[src/i2c_regs_pkg.sv]
/*
 * Constants shared by the two-wire bus master register slice: register
 * offsets, field positions, widths and reset values.
 * Assumes a 12-bit APB byte address and 32-bit data words.
 */
package i2c_regs_pkg;

    localparam int ADDR_W = 12;
    localparam int NUM_EVENTS = 7;
    localparam int NUM_ERRORS = 3;
    localparam int ENABLE_W = 4;
    localparam int COUNT_W = 14;

    ////////////////////////////////////////////////////////////////////////
    localparam logic [11:0] OFF_EVENT_STATUS = 12'h100;
    localparam logic [11:0] OFF_INT_ENABLE_SET = 12'h304;
    localparam logic [11:0] OFF_INTERRUPT_DISABLE = 12'h308;
    localparam logic [11:0] OFF_ERROR_SOURCE = 12'h4c4;
    localparam logic [11:0] OFF_PERIPHERAL_ENABLE = 12'h500;
    localparam logic [11:0] OFF_BYTES_MOVED_COUNT = 12'h53c;

    ////////////////////////////////////////////////////////////////////////
    localparam int EV_HALT_DONE = 0;
    localparam int EV_ERROR = 1;
    localparam int EV_PAUSED = 2;
    localparam int EV_RECEIVE_BEGUN = 3;
    localparam int EV_TRANSMIT_BEGUN = 4;
    localparam int EV_FINAL_RECEIVE = 5;
    localparam int EV_FINAL_TRANSMIT = 6;

    localparam int ERR_OVERRUN = 0;
    localparam int ERR_ADDRESS_NACK = 1;
    localparam int ERR_DATA_NACK = 2;

    ////////////////////////////////////////////////////////////////////////
    localparam logic [31:0] RST_WORD = 32'h0000_0000;
    localparam logic [6:0] RST_INT_ENABLE = 7'h00;
    localparam logic [3:0] RST_PERIPHERAL_ENABLE = 4'h0;
    localparam logic [13:0] RST_COUNT = 14'h0000;
    localparam logic [13:0] COUNT_MAX = 14'h3fff;

endpackage

[src/rx_track_if.sv]
/*
 * Carrier between the register slice and its receive tracker.
 * Assumes all signals are synchronous to mclk of the owner.
 */
`timescale 1ns/1ns
interface rx_track_if;
    logic byte_arrive;
    logic byte_moved;
    logic xfer_begin;
    logic data_nack;
    logic overrun;
    logic [13:0] count;

    modport tracker (
        input byte_arrive,
        input byte_moved,
        input xfer_begin,
        input data_nack,
        output overrun,
        output count
    );
    modport owner (
        output byte_arrive,
        output byte_moved,
        output xfer_begin,
        output data_nack,
        input overrun,
        input count
    );
endinterface

[src/i2c_master_irq_error_regs.sv]
/*
 * Register slice of a two-wire bus master on an APB slave port: interrupt
 * enables with set and disable views, event status, error sources,
 * peripheral enable, and the received byte count.
 * Assumes the bus engine drives its event strobes as one-cycle pulses
 * synchronous to mclk and that the APB master keeps each request steady.
 */
`timescale 1ns/1ns
module i2c_master_irq_error_regs (
    input wire logic mclk,
    input wire logic rst_n,
    input wire logic psel,
    input wire logic penable,
    input wire logic pwrite,
    input wire logic [11:0] paddr,
    input wire logic [31:0] pwdata,
    output logic [31:0] prdata,
    output logic pready,
    output logic pslverr,
    input wire logic halt_done_event,
    input wire logic paused_event,
    input wire logic receive_begun_event,
    input wire logic transmit_begun_event,
    input wire logic final_receive_event,
    input wire logic final_transmit_event,
    input wire logic rx_byte_arrive,
    input wire logic rx_byte_moved,
    input wire logic address_nack,
    input wire logic data_nack,
    output logic irq,
    output logic master_enable
);

    typedef struct packed {
        logic pready;
        logic pslverr;
        logic [31:0] prdata;
        logic [6:0] int_en;
        logic [3:0] periph_en;
        logic master_enable;
        logic irq;
    } state_t;

    state_t state;
    state_t next_state;

    logic [6:0] ev_set;
    logic [6:0] ev_clear;
    logic [6:0] ev_flags;
    logic [2:0] err_set;
    logic [2:0] err_clear;
    logic [2:0] err_flags;
    logic answer;
    logic wr_take;
    logic mapped;
    logic [31:0] rd_word;

    rx_track_if trk ();

    ////////////////////////////////////////////////////////////////////////
    // Receive tracking and sticky flags.

    assign trk.byte_arrive = rx_byte_arrive;
    assign trk.byte_moved = rx_byte_moved;
    assign trk.xfer_begin = receive_begun_event;
    assign trk.data_nack = data_nack;

    rx_tracker u_tracker (
        .mclk(mclk),
        .rst_n(rst_n),
        .trk(trk.tracker)
    );

    always_comb
    begin
        err_set = 3'h0;
        err_set[i2c_regs_pkg::ERR_OVERRUN] = trk.overrun;
        err_set[i2c_regs_pkg::ERR_ADDRESS_NACK] = address_nack;
        err_set[i2c_regs_pkg::ERR_DATA_NACK] = data_nack;
    end

    always_comb
    begin
        ev_set = 7'h00;
        ev_set[i2c_regs_pkg::EV_HALT_DONE] = halt_done_event;
        ev_set[i2c_regs_pkg::EV_ERROR] = |err_set;
        ev_set[i2c_regs_pkg::EV_PAUSED] = paused_event;
        ev_set[i2c_regs_pkg::EV_RECEIVE_BEGUN] = receive_begun_event;
        ev_set[i2c_regs_pkg::EV_TRANSMIT_BEGUN] = transmit_begun_event;
        ev_set[i2c_regs_pkg::EV_FINAL_RECEIVE] = final_receive_event;
        ev_set[i2c_regs_pkg::EV_FINAL_TRANSMIT] = final_transmit_event;
    end

    sticky_flags #(
        .WIDTH(i2c_regs_pkg::NUM_EVENTS)
    ) u_events (
        .mclk(mclk),
        .rst_n(rst_n),
        .set(ev_set),
        .clear(ev_clear),
        .flags(ev_flags)
    );

    sticky_flags #(
        .WIDTH(i2c_regs_pkg::NUM_ERRORS)
    ) u_errors (
        .mclk(mclk),
        .rst_n(rst_n),
        .set(err_set),
        .clear(err_clear),
        .flags(err_flags)
    );

    ////////////////////////////////////////////////////////////////////////
    // APB decode.

    // The slave answers one cycle into the access phase; the write lands at
    // the edge where pready is seen high, which is the only edge the master
    // holds the request for certain.
    assign answer = psel & penable & ~state.pready;
    assign wr_take = psel & penable & state.pready & pwrite;

    always_comb
    begin
        mapped = 1'b1;
        rd_word = i2c_regs_pkg::RST_WORD;
        case (paddr)
            i2c_regs_pkg::OFF_EVENT_STATUS:
                rd_word[6:0] = ev_flags;
            i2c_regs_pkg::OFF_INT_ENABLE_SET:
                rd_word[6:0] = state.int_en;
            i2c_regs_pkg::OFF_INTERRUPT_DISABLE:
                rd_word[6:0] = state.int_en;
            i2c_regs_pkg::OFF_ERROR_SOURCE:
                rd_word[2:0] = err_flags;
            i2c_regs_pkg::OFF_PERIPHERAL_ENABLE:
                rd_word[3:0] = state.periph_en;
            i2c_regs_pkg::OFF_BYTES_MOVED_COUNT:
                rd_word[13:0] = trk.count;
            default:
                mapped = 1'b0;
        endcase
    end

    always_comb
    begin
        ev_clear = 7'h00;
        err_clear = 3'h0;
        if (wr_take && paddr == i2c_regs_pkg::OFF_EVENT_STATUS)
            ev_clear = pwdata[6:0];
        if (wr_take && paddr == i2c_regs_pkg::OFF_ERROR_SOURCE)
            err_clear = pwdata[2:0];
    end

    ////////////////////////////////////////////////////////////////////////
    // Register state.

    always_comb
    begin
        next_state = state;
        next_state.pready = answer;
        next_state.pslverr = answer & ~mapped;
        if (answer)
            next_state.prdata = pwrite ? i2c_regs_pkg::RST_WORD : rd_word;
        if (wr_take && paddr == i2c_regs_pkg::OFF_INT_ENABLE_SET)
            next_state.int_en = state.int_en | pwdata[6:0];
        if (wr_take && paddr == i2c_regs_pkg::OFF_INTERRUPT_DISABLE)
            next_state.int_en = state.int_en & ~pwdata[6:0];
        if (wr_take && paddr == i2c_regs_pkg::OFF_PERIPHERAL_ENABLE)
            next_state.periph_en = pwdata[3:0];
        next_state.master_enable = next_state.periph_en != 4'h0;
        next_state.irq = |(ev_flags & state.int_en);
    end

    always_ff @(posedge mclk)
    begin
        if (!rst_n)
        begin
            state <= '0;
            state.int_en <= i2c_regs_pkg::RST_INT_ENABLE;
            state.periph_en <= i2c_regs_pkg::RST_PERIPHERAL_ENABLE;
        end
        else
        begin
            state <= next_state;
        end
    end

    assign prdata = state.prdata;
    assign pready = state.pready;
    assign pslverr = state.pslverr;
    assign irq = state.irq;
    assign master_enable = state.master_enable;

    ////////////////////////////////////////////////////////////////////////
    // Checks.

    disable_first_a: assert property (
        @(posedge mclk) disable iff (!rst_n)
        (wr_take && paddr == i2c_regs_pkg::OFF_INTERRUPT_DISABLE)
        |=> (state.int_en[2:0] & $past(pwdata[2:0])) == 3'h0)
        else $error("disable write left an enable set");

    disable_rest_a: assert property (
        @(posedge mclk) disable iff (!rst_n)
        (wr_take && paddr == i2c_regs_pkg::OFF_INTERRUPT_DISABLE)
        |=> (state.int_en[6:3] & $past(pwdata[6:3])) == 4'h0)
        else $error("disable write left an enable set");

    readback_en_a: assert property (
        @(posedge mclk) disable iff (!rst_n)
        (answer && !pwrite && paddr == i2c_regs_pkg::OFF_INTERRUPT_DISABLE)
        |=> prdata[6:0] == $past(state.int_en))
        else $error("disable view did not read the enables");

    set_readback_a: assert property (
        @(posedge mclk) disable iff (!rst_n)
        (answer && !pwrite && paddr == i2c_regs_pkg::OFF_INT_ENABLE_SET)
        |=> prdata[6:0] == $past(state.int_en))
        else $error("set view did not read the enables");

    overrun_flag_a: assert property (
        @(posedge mclk) disable iff (!rst_n)
        trk.overrun |=> err_flags[i2c_regs_pkg::ERR_OVERRUN])
        else $error("overrun not flagged");

    addr_nack_a: assert property (
        @(posedge mclk) disable iff (!rst_n)
        address_nack |=> err_flags[i2c_regs_pkg::ERR_ADDRESS_NACK])
        else $error("address nack not flagged");

    addr_clear_a: assert property (
        @(posedge mclk) disable iff (!rst_n)
        (wr_take && paddr == i2c_regs_pkg::OFF_ERROR_SOURCE
            && pwdata[1] && !address_nack)
        |=> !err_flags[i2c_regs_pkg::ERR_ADDRESS_NACK])
        else $error("address nack flag not cleared");

    nack_clear_a: assert property (
        @(posedge mclk) disable iff (!rst_n)
        (wr_take && paddr == i2c_regs_pkg::OFF_ERROR_SOURCE
            && pwdata[2] && !data_nack)
        |=> !err_flags[i2c_regs_pkg::ERR_DATA_NACK])
        else $error("data nack flag not cleared");

    data_nack_a: assert property (
        @(posedge mclk) disable iff (!rst_n)
        data_nack |=> err_flags[i2c_regs_pkg::ERR_DATA_NACK])
        else $error("data nack not flagged");

    enable_off_a: assert property (
        @(posedge mclk) disable iff (!rst_n)
        (wr_take && paddr == i2c_regs_pkg::OFF_PERIPHERAL_ENABLE
            && pwdata[3:0] == 4'h0)
        |=> !master_enable ##1 !master_enable)
        else $error("master still enabled after zero write");

    enable_on_a: assert property (
        @(posedge mclk) disable iff (!rst_n)
        (wr_take && paddr == i2c_regs_pkg::OFF_PERIPHERAL_ENABLE
            && pwdata[3:0] != 4'h0)
        |=> master_enable)
        else $error("master not enabled after nonzero write");

    enable_set_a: assert property (
        @(posedge mclk) disable iff (!rst_n)
        (wr_take && paddr == i2c_regs_pkg::OFF_INT_ENABLE_SET)
        |=> (state.int_en & $past(pwdata[6:0])) == $past(pwdata[6:0]))
        else $error("set write did not enable");

    nack_count_a: assert property (
        @(posedge mclk) disable iff (!rst_n)
        (data_nack && !receive_begun_event
            && trk.count != i2c_regs_pkg::COUNT_MAX)
        |=> trk.count == $past(trk.count) + 14'h0001)
        else $error("nacked byte not counted");

    count_read_a: assert property (
        @(posedge mclk) disable iff (!rst_n)
        (answer && !pwrite && paddr == i2c_regs_pkg::OFF_BYTES_MOVED_COUNT)
        |=> prdata[13:0] == $past(trk.count))
        else $error("byte count not read back");

    count_restart_a: assert property (
        @(posedge mclk) disable iff (!rst_n)
        receive_begun_event |=> trk.count == i2c_regs_pkg::RST_COUNT)
        else $error("byte count not restarted");

    error_event_a: assert property (
        @(posedge mclk) disable iff (!rst_n)
        (address_nack || data_nack || trk.overrun)
        |=> ev_flags[i2c_regs_pkg::EV_ERROR])
        else $error("error event not raised");

    irq_level_a: assert property (
        @(posedge mclk) disable iff (!rst_n)
        ((ev_flags & state.int_en) != 7'h00) |=> irq)
        else $error("interrupt not raised");

    irq_quiet_a: assert property (
        @(posedge mclk) disable iff (!rst_n)
        ((ev_flags & state.int_en) == 7'h00) |=> !irq)
        else $error("interrupt raised with nothing pending");

    // The answer is fixed at one wait state, so a master may rely on it.
    access_answer_a: assert property (
        @(posedge mclk) disable iff (!rst_n)
        (psel && penable && !pready) |=> pready)
        else $error("access phase not answered");

    ready_pulse_a: assert property (
        @(posedge mclk) disable iff (!rst_n)
        pready |=> !pready)
        else $error("ready held beyond one cycle");

    slverr_unmapped_a: assert property (
        @(posedge mclk) disable iff (!rst_n)
        (answer && !mapped) |=> pslverr)
        else $error("unmapped access not refused");

    write_rdata_a: assert property (
        @(posedge mclk) disable iff (!rst_n)
        (answer && pwrite) |=> prdata == 32'h0000_0000)
        else $error("write answered with read data");

endmodule // i2c_master_irq_error_regs

[src/sticky_flags.sv]
/*
 * A row of sticky flags: a pulse sets a bit, a one on clear drops it.
 * Assumes set and clear are single-cycle pulses synchronous to mclk.
 */
`timescale 1ns/1ns
module sticky_flags #(
    parameter int WIDTH = 3
) (
    input wire logic mclk,
    input wire logic rst_n,
    input wire logic [WIDTH-1:0] set,
    input wire logic [WIDTH-1:0] clear,
    output logic [WIDTH-1:0] flags
);

    typedef struct packed {
        logic [WIDTH-1:0] flags;
    } state_t;

    state_t state;
    state_t next_state;

    // Set wins over a clear in the same cycle so no event is lost.
    always_comb
    begin
        next_state = state;
        next_state.flags = set | (state.flags & ~clear);
    end

    always_ff @(posedge mclk)
    begin
        if (!rst_n)
            state <= '0;
        else
            state <= next_state;
    end

    assign flags = state.flags;

    set_wins_a: assert property (@(posedge mclk) disable iff (!rst_n)
        (set != '0) |=> ((flags & $past(set)) == $past(set)))
        else $error("sticky flag lost its set");

endmodule // sticky_flags

[src/rx_tracker.sv]
/*
 * Receive tracker: flags a byte that arrives while the previous one still
 * waits, and counts bytes moved or refused with a data nack in the current transfer.
 * Assumes the bus engine pulses its strobes for one mclk cycle.
 */
`timescale 1ns/1ns
module rx_tracker (
    input wire logic mclk,
    input wire logic rst_n,
    rx_track_if.tracker trk
);

    typedef struct packed {
        logic pending;
        logic overrun;
        logic [13:0] count;
    } state_t;

    state_t state;
    state_t next_state;
    logic step;

    always_comb
    begin
        next_state = state;
        step = trk.byte_moved | trk.data_nack;
        next_state.overrun = trk.byte_arrive & state.pending & ~trk.byte_moved;
        next_state.pending = trk.byte_arrive
            | (state.pending & ~trk.byte_moved);
        if (trk.xfer_begin)
            next_state.count = i2c_regs_pkg::RST_COUNT;
        else if (step && state.count != i2c_regs_pkg::COUNT_MAX)
            next_state.count = state.count + 14'h0001;
    end

    always_ff @(posedge mclk)
    begin
        if (!rst_n)
            state <= '0;
        else
            state <= next_state;
    end

    assign trk.overrun = state.overrun;
    assign trk.count = state.count;

    early_byte_a: assert property (
        @(posedge mclk) disable iff (!rst_n)
        (trk.byte_arrive && state.pending && !trk.byte_moved)
        |=> trk.overrun)
        else $error("early byte not flagged");

endmodule // rx_tracker

[config.mk]
export PLATFORM = sky130hd
export DESIGN_NAME = i2c_master_irq_error_regs
export DESIGN_NICKNAME = d
export VERILOG_FILES = /design/src/i2c_regs_pkg.sv /design/src/rx_track_if.sv /design/src/i2c_master_irq_error_regs.sv /design/src/sticky_flags.sv /design/src/rx_tracker.sv
export SDC_FILE = /design/constraint.sdc
export NUM_CORES = 1
export LEC_CHECK = 0
export BUFFER_PORTS_ARGS = -buffer_cell sky130_fd_sc_hd__buf_2
export CORE_MARGIN = 2
export CORE_UTILIZATION = 50
export CTS_BUF_LIST = sky130_fd_sc_hd__clkbuf_4 sky130_fd_sc_hd__clkbuf_8 sky130_fd_sc_hd__clkbuf_16
export CTS_CLUSTER_DIAMETER = 40
export DETAILED_ROUTE_END_ITERATION = 12
export PLACE_DENSITY = 0.8
export SYNTH_ARGS = -nofsm -noshare
export SYNTH_HDL_FRONTEND = slang
export SYNTH_SLANG_ARGS = --single-unit
[constraint.sdc]
create_clock -name mclk -period 2.6 [get_ports mclk]
set_input_delay 0.26 -clock mclk [delete_from_list [all_inputs] [get_ports mclk]]
set_output_delay 0.26 -clock mclk [all_outputs]
set_load 0.03 [all_outputs]
# Yosys cells after proc, flatten, opt, wreduce, memory -nomap -nowiden
# Cells that the tools add are included.
totals:
  reg_bits: 73
  latch_bits: 0
  ram_bits: 0
  mem_bits_ro: 0
  input_bits: 59
  out_inout_bits: 36
  mem_count: 0
classes:
  add_sub_neg: 1
  n_mul: 0
  n_div: 0
  magnitude_cmp: 0
  eq_ne: 7
  shift: 0
  n_mux: 11
  n_bitwise: 24
  n_reduce_logical: 13
op_table:
  columns: ["operator", "count"]
  rows:
  - ["equality test 12 x 11 -> 1 bit, second input constant", 3]
  - ["2-to-1 mux 7 bit", 4]
  - ["equality test 12 x 10 -> 1 bit, second input constant", 2]
  - ["AND 7 bit", 3]
  - ["one-hot mux 3 bit (5 select lines)", 1]
  - ["adder 14 x 1 -> 14 bit, second input constant", 1]
  - ["2-to-1 mux 14 bit", 1]
  - ["inequality test 14 bit, second input constant", 1]
  - ["inverter 7 bit", 2]
  - ["OR 7 bit", 2]
  - ["equality test 12 x 9 -> 1 bit, second input constant", 1]
  - ["one-hot mux 3 bit (3 select lines)", 1]
  - ["AND 1 bit", 8]
  - ["OR reduction 7 bit", 1]
  - ["logical AND 1 bit", 6]
  - ["OR reduction 6 bit", 1]
  - ["2-to-1 mux 4 bit", 1]
  - ["inverter 1 bit", 4]
  - ["one-hot mux 1 bit (4 select lines)", 1]
  - ["nonzero test 4 bit", 1]
  - ["OR reduction 2 bit", 2]
  - ["AND 3 bit", 1]
  - ["2-to-1 mux 3 bit", 1]
  - ["inverter 3 bit", 1]
  - ["5 further kinds", 6]

# Longest topological paths before layout
depth:
  depth_word: 8
  depth_mapped: 7
  ltp_nobuf: 6

# Hierarchy
# A second synthesis with hierarchy kept.
unflattened:
  hier_cells: 350
  area_unflattened_um2: 3120.5
by_module_without_submodules:
  columns: ["mod", "instances", "cells_per_inst", "area_each_um2", "seq_area_each_um2"]
  rows:
  - ["i2c_master_irq_error_regs", 1, 214, 1864.3, 580.6]
  - ["rx_tracker", 1, 106, 895.9, 320.3]
  - ["sticky_flags at u_events", 1, 21, 236.5, 140.1]
  - ["sticky_flags at u_errors", 1, 9, 123.9, 60.1]

# Least setup slack after synthesis
# Ideal clock, no wire load.
synth_timing:
  path_kind: "in2reg"
  from: "in paddr[1]"
  to: "reg u_events.state (netlist bit u_events.flags[1])"
  arrival_time_ns: 1.854
  path_slack_ns: 0.621
  path_stages: 6
  cell_sequence: "or4_4 -> buf_6 -> nor3b_2 -> and2_1 -> a21boi_0 -> o41a_1"
synth_between:
  elab_chain_cells: 6
synth_lines:
  columns: ["element", "line", "source"]
  rows:
  - ["from (decl)", "i2c_master_irq_error_regs.sv:15", "input wire logic [11:0] paddr,"]
  - ["equality test 12 x 9 -> 1 bit", "i2c_master_irq_error_regs.sv:149", "if (wr_take && paddr == i2c_regs_pkg::OFF_EVENT_STATUS)"]
  - ["logical AND 1 bit", "i2c_master_irq_error_regs.sv:149", null]
  - ["2-to-1 mux 7 bit", "i2c_master_irq_error_regs.sv:149", null]
  - ["inverter 7 bit", "sticky_flags.sv:27", "next_state.flags = set | (state.flags & ~clear);"]
  - ["AND 7 bit", "sticky_flags.sv:27", null]
  - ["OR 7 bit", "sticky_flags.sv:27", null]
  - ["to (signal assigned)", "sticky_flags.sv:35", "state <= next_state;"]
  - ["to (decl)", "sticky_flags.sv:20", "state_t state;"]
# Every way passes these cells.
# A chain may end at the register's enable or synchronous reset.

==> metrics <==
status=finished clean; Setup Slack @ Placement=0.410 ns; Worst Max-Slew Pin Slew=0.603 ns; worst skew pair latency=0.31 ns; count of placed standard cells including taps=406; final worst path period need=1.88 ns; period utilization=72.3%; initial drt markers=216; setup clock skew after layout=0.00955 ns; share of cells above drive strength 1=22.7%; CP Class=in2reg; commonest non-fill, non-tap cells in the layout=dfxtp_1, buf_2, nor2_1; clock tree buffer depth=2; number of buffers inserted by hold repair at cts=0; I/O Buffers=51; number of global-route vias before repair=2141; final max-slew violation count=0; final setup slack of the worst path=0.721 ns; total power divided by cell area=498 nW/um^2; die area=6040 sq um; share of synthesized flip-flops with an asynchronous set or reset=0%; part of the power in the clock network=32.4%; number of sinks driven by the clock tree=55; height of the chip=77.7 um; cell-internal power=1100 uW; count of TritonRoute iterations in the first routing pass=5; drc violations=0; total track usage=21.1%; count of cells resized by post-cts repair=0; # diodes=0; initial cell density of the core=52.5%; cell count after synthesis=300; commonest non-fill, non-tap cell in the layout=dfxtp_1; Critical Path AT=2.06 ns; combinational group share of total power=9.5%; remaining number of nets flagged by the antenna check after routing=0; Power Total=1500 uW; Required @ worst endpoint=2.78 ns; unrepaired setup endpoints after global routing=no; Highest Signal Layer=met4; Worst Setup Start Kind=primary input; ratio of routed vias to standard cells=5.70; area grow syn2layout=10.6%; total CTS buffers=5; share of the yosys chip area belonging to registers=40.5%; number of primary I/O pins=95; Min-Delay Path Class=in2reg; wire length of the first global-routing pass=10100 um; CTS H-Tree Depth=2; Met3 Routed Length=513 um; buffers inserted by post-CTS timing repair=0; aggregate negative setup slack=0 ns; Leakage Power=0.00109 uW; routability congestion estimate from global placement=0.881; clock tree from TritonCTS=done; maximum clock frequency=0.532 GHz; flip-flop and latch count after synthesis=55; number of placement rows=26; # nets final=403; proportion of total power due to net switching=26.8%; Max-Cap Viols=0; number of enable-type register cells in the synthesized netlist=0; total length of routed met2 wires=2880 um; final instance count without filler cells=414; final wirelength=6330 um; WL per Instance=15.3 um; Clock Tree Root=clkbuf_8; antenna violations before repair=0; Warnings, synthesis=0; core footprint=5170 sq um; Detail Placement HPWL=4660 um; type of element capturing the critical path=flop; crit path max fanout=7; clock-pin slew on the worst setup and hold paths=0.10 ns; net switching power=400 uW; worst slew slack as a fraction of its limit=59.4%; pin count of the biggest net entering global routing=23; GRT Residual Overflow=0; synthesized cell area=2720 sq um; number of different library cells in the post-synthesis netlist=48; number of setup violations in the final report=0; final core occ=58.1%; Max rail drop VDD=0.000281 V; Mapped Avg Cell Area=9.05 sq um; sequential group share of total power=58.1%; ys flop type=dfxtp_1; number of endpoints with negative hold slack in the final report=0; routed metal-1 wire length=2830 um; number of vias after detailed routing=2359; horizontal die dimension=77.7 um
-- critical path: stages --
cell and delay [ns]:
buf_2 0.10, or4_4 0.59, or3_4 0.45, nor4b_4 0.51
a211oi_1 0.15
-- routing by layer --
layer  up-vias  track usage, %
met5         -               0
li1       1144               -
met3        11            4.65
met2       135            33.3
met4         0            8.57
met1      1069            28.0
-- layout make-up --
cell class / count / area [sq um]
Tap cell: 70 / 87.6
Clock inverter: 3 / 25.0
Sequential cell: 55 / 1100
Inverter: 2 / 7.51
Timing Repair Buffer: 61 / 330
Fill cell: 451 / 2170
Multi-Input combinational cell: 218 / 1390
Clock buffer: 5 / 68.8
-- path summary, 6_finish.rpt --
| path | end | start | slack, ns | depth (start not counted) |
|---|---|---|---|---|
| hold reg to reg | state[3]$_SDFF_PN0_ | state[3]$_SDFF_PN0_ | 0.48 | 2 |
| setup reg to reg | u_tracker.trk.count[8]$_SDFFE_PP0P_ | u_tracker.trk.count[2]$_SDFFE_PP0P_ | 0.89 | 6 |
| hold / removal | u_events.flags[2]$_SDFF_PN0_ | paused_event | 0.15 | 2 |
| setup / recovery | flop | paddr[1] | 0.72 | 5 |
-- cell usage after synthesis, drive strengths merged, types with 2 or more instances --
cell type | number | share of area (%)
o21a | 9 | 2.5
nor2 | 31 | 4.3
buf | 34 | 9.4
and2 | 6 | 1.4
and4 | 2 | 0.64
o21ai | 8 | 1.5
nand4 | 6 | 1.4
a21oi | 21 | 3.9
inv | 2 | 0.28
a22o | 4 | 1.3
or3 | 2 | 0.64
nand3b | 2 | 0.55
xnor2 | 12 | 3.9
a21boi | 10 | 2.8
nand3 | 6 | 1.1
o211ai | 2 | 0.55
nor3 | 6 | 1.7
clkbuf | 8 | 1.1
dfxtp | 55 | 41
nand2b | 2 | 0.46
nand2 | 14 | 1.9
nor4 | 8 | 2.1
nor4b | 6 | 2.5
a211oi | 8 | 2.2
a222oi | 6 | 2.2
or4 | 4 | 1.2
a22oi | 12 | 3.3
nor3b | 3 | 1.2
-- through the flow --
stage	cell area, sq um	hold WS, ns
finish	3010	0.145
CTS	3010	0.146
global route	3010	0.141
floorplan	2780	0.357
detailed placement	2910	0.472
global placement	2910	0.465
-- power by group through the flow --
stage	clock [uW]	sequential, uW	combinational, uW
final	485	869	143
after global routing	526	870	155
after CTS	490	868	141
after detailed placement	0	887	141
after global placement	0	886	138
after floorplan	0	885	106
-- cell families (layout without fill, tap and decap cells) --
group	after synthesis	after routing	synth area share (%)
compound gates	84	84	21.5
xor+xnor	12	12	3.87
fa+ha+maj	1	1	0.461
buf+inv	44	71	10.8
flops	55	55	40.5
other cells	1	18	0.138
simple gates	103	103	22.7
No activity file was read; power rests on OpenSTA's default activity.
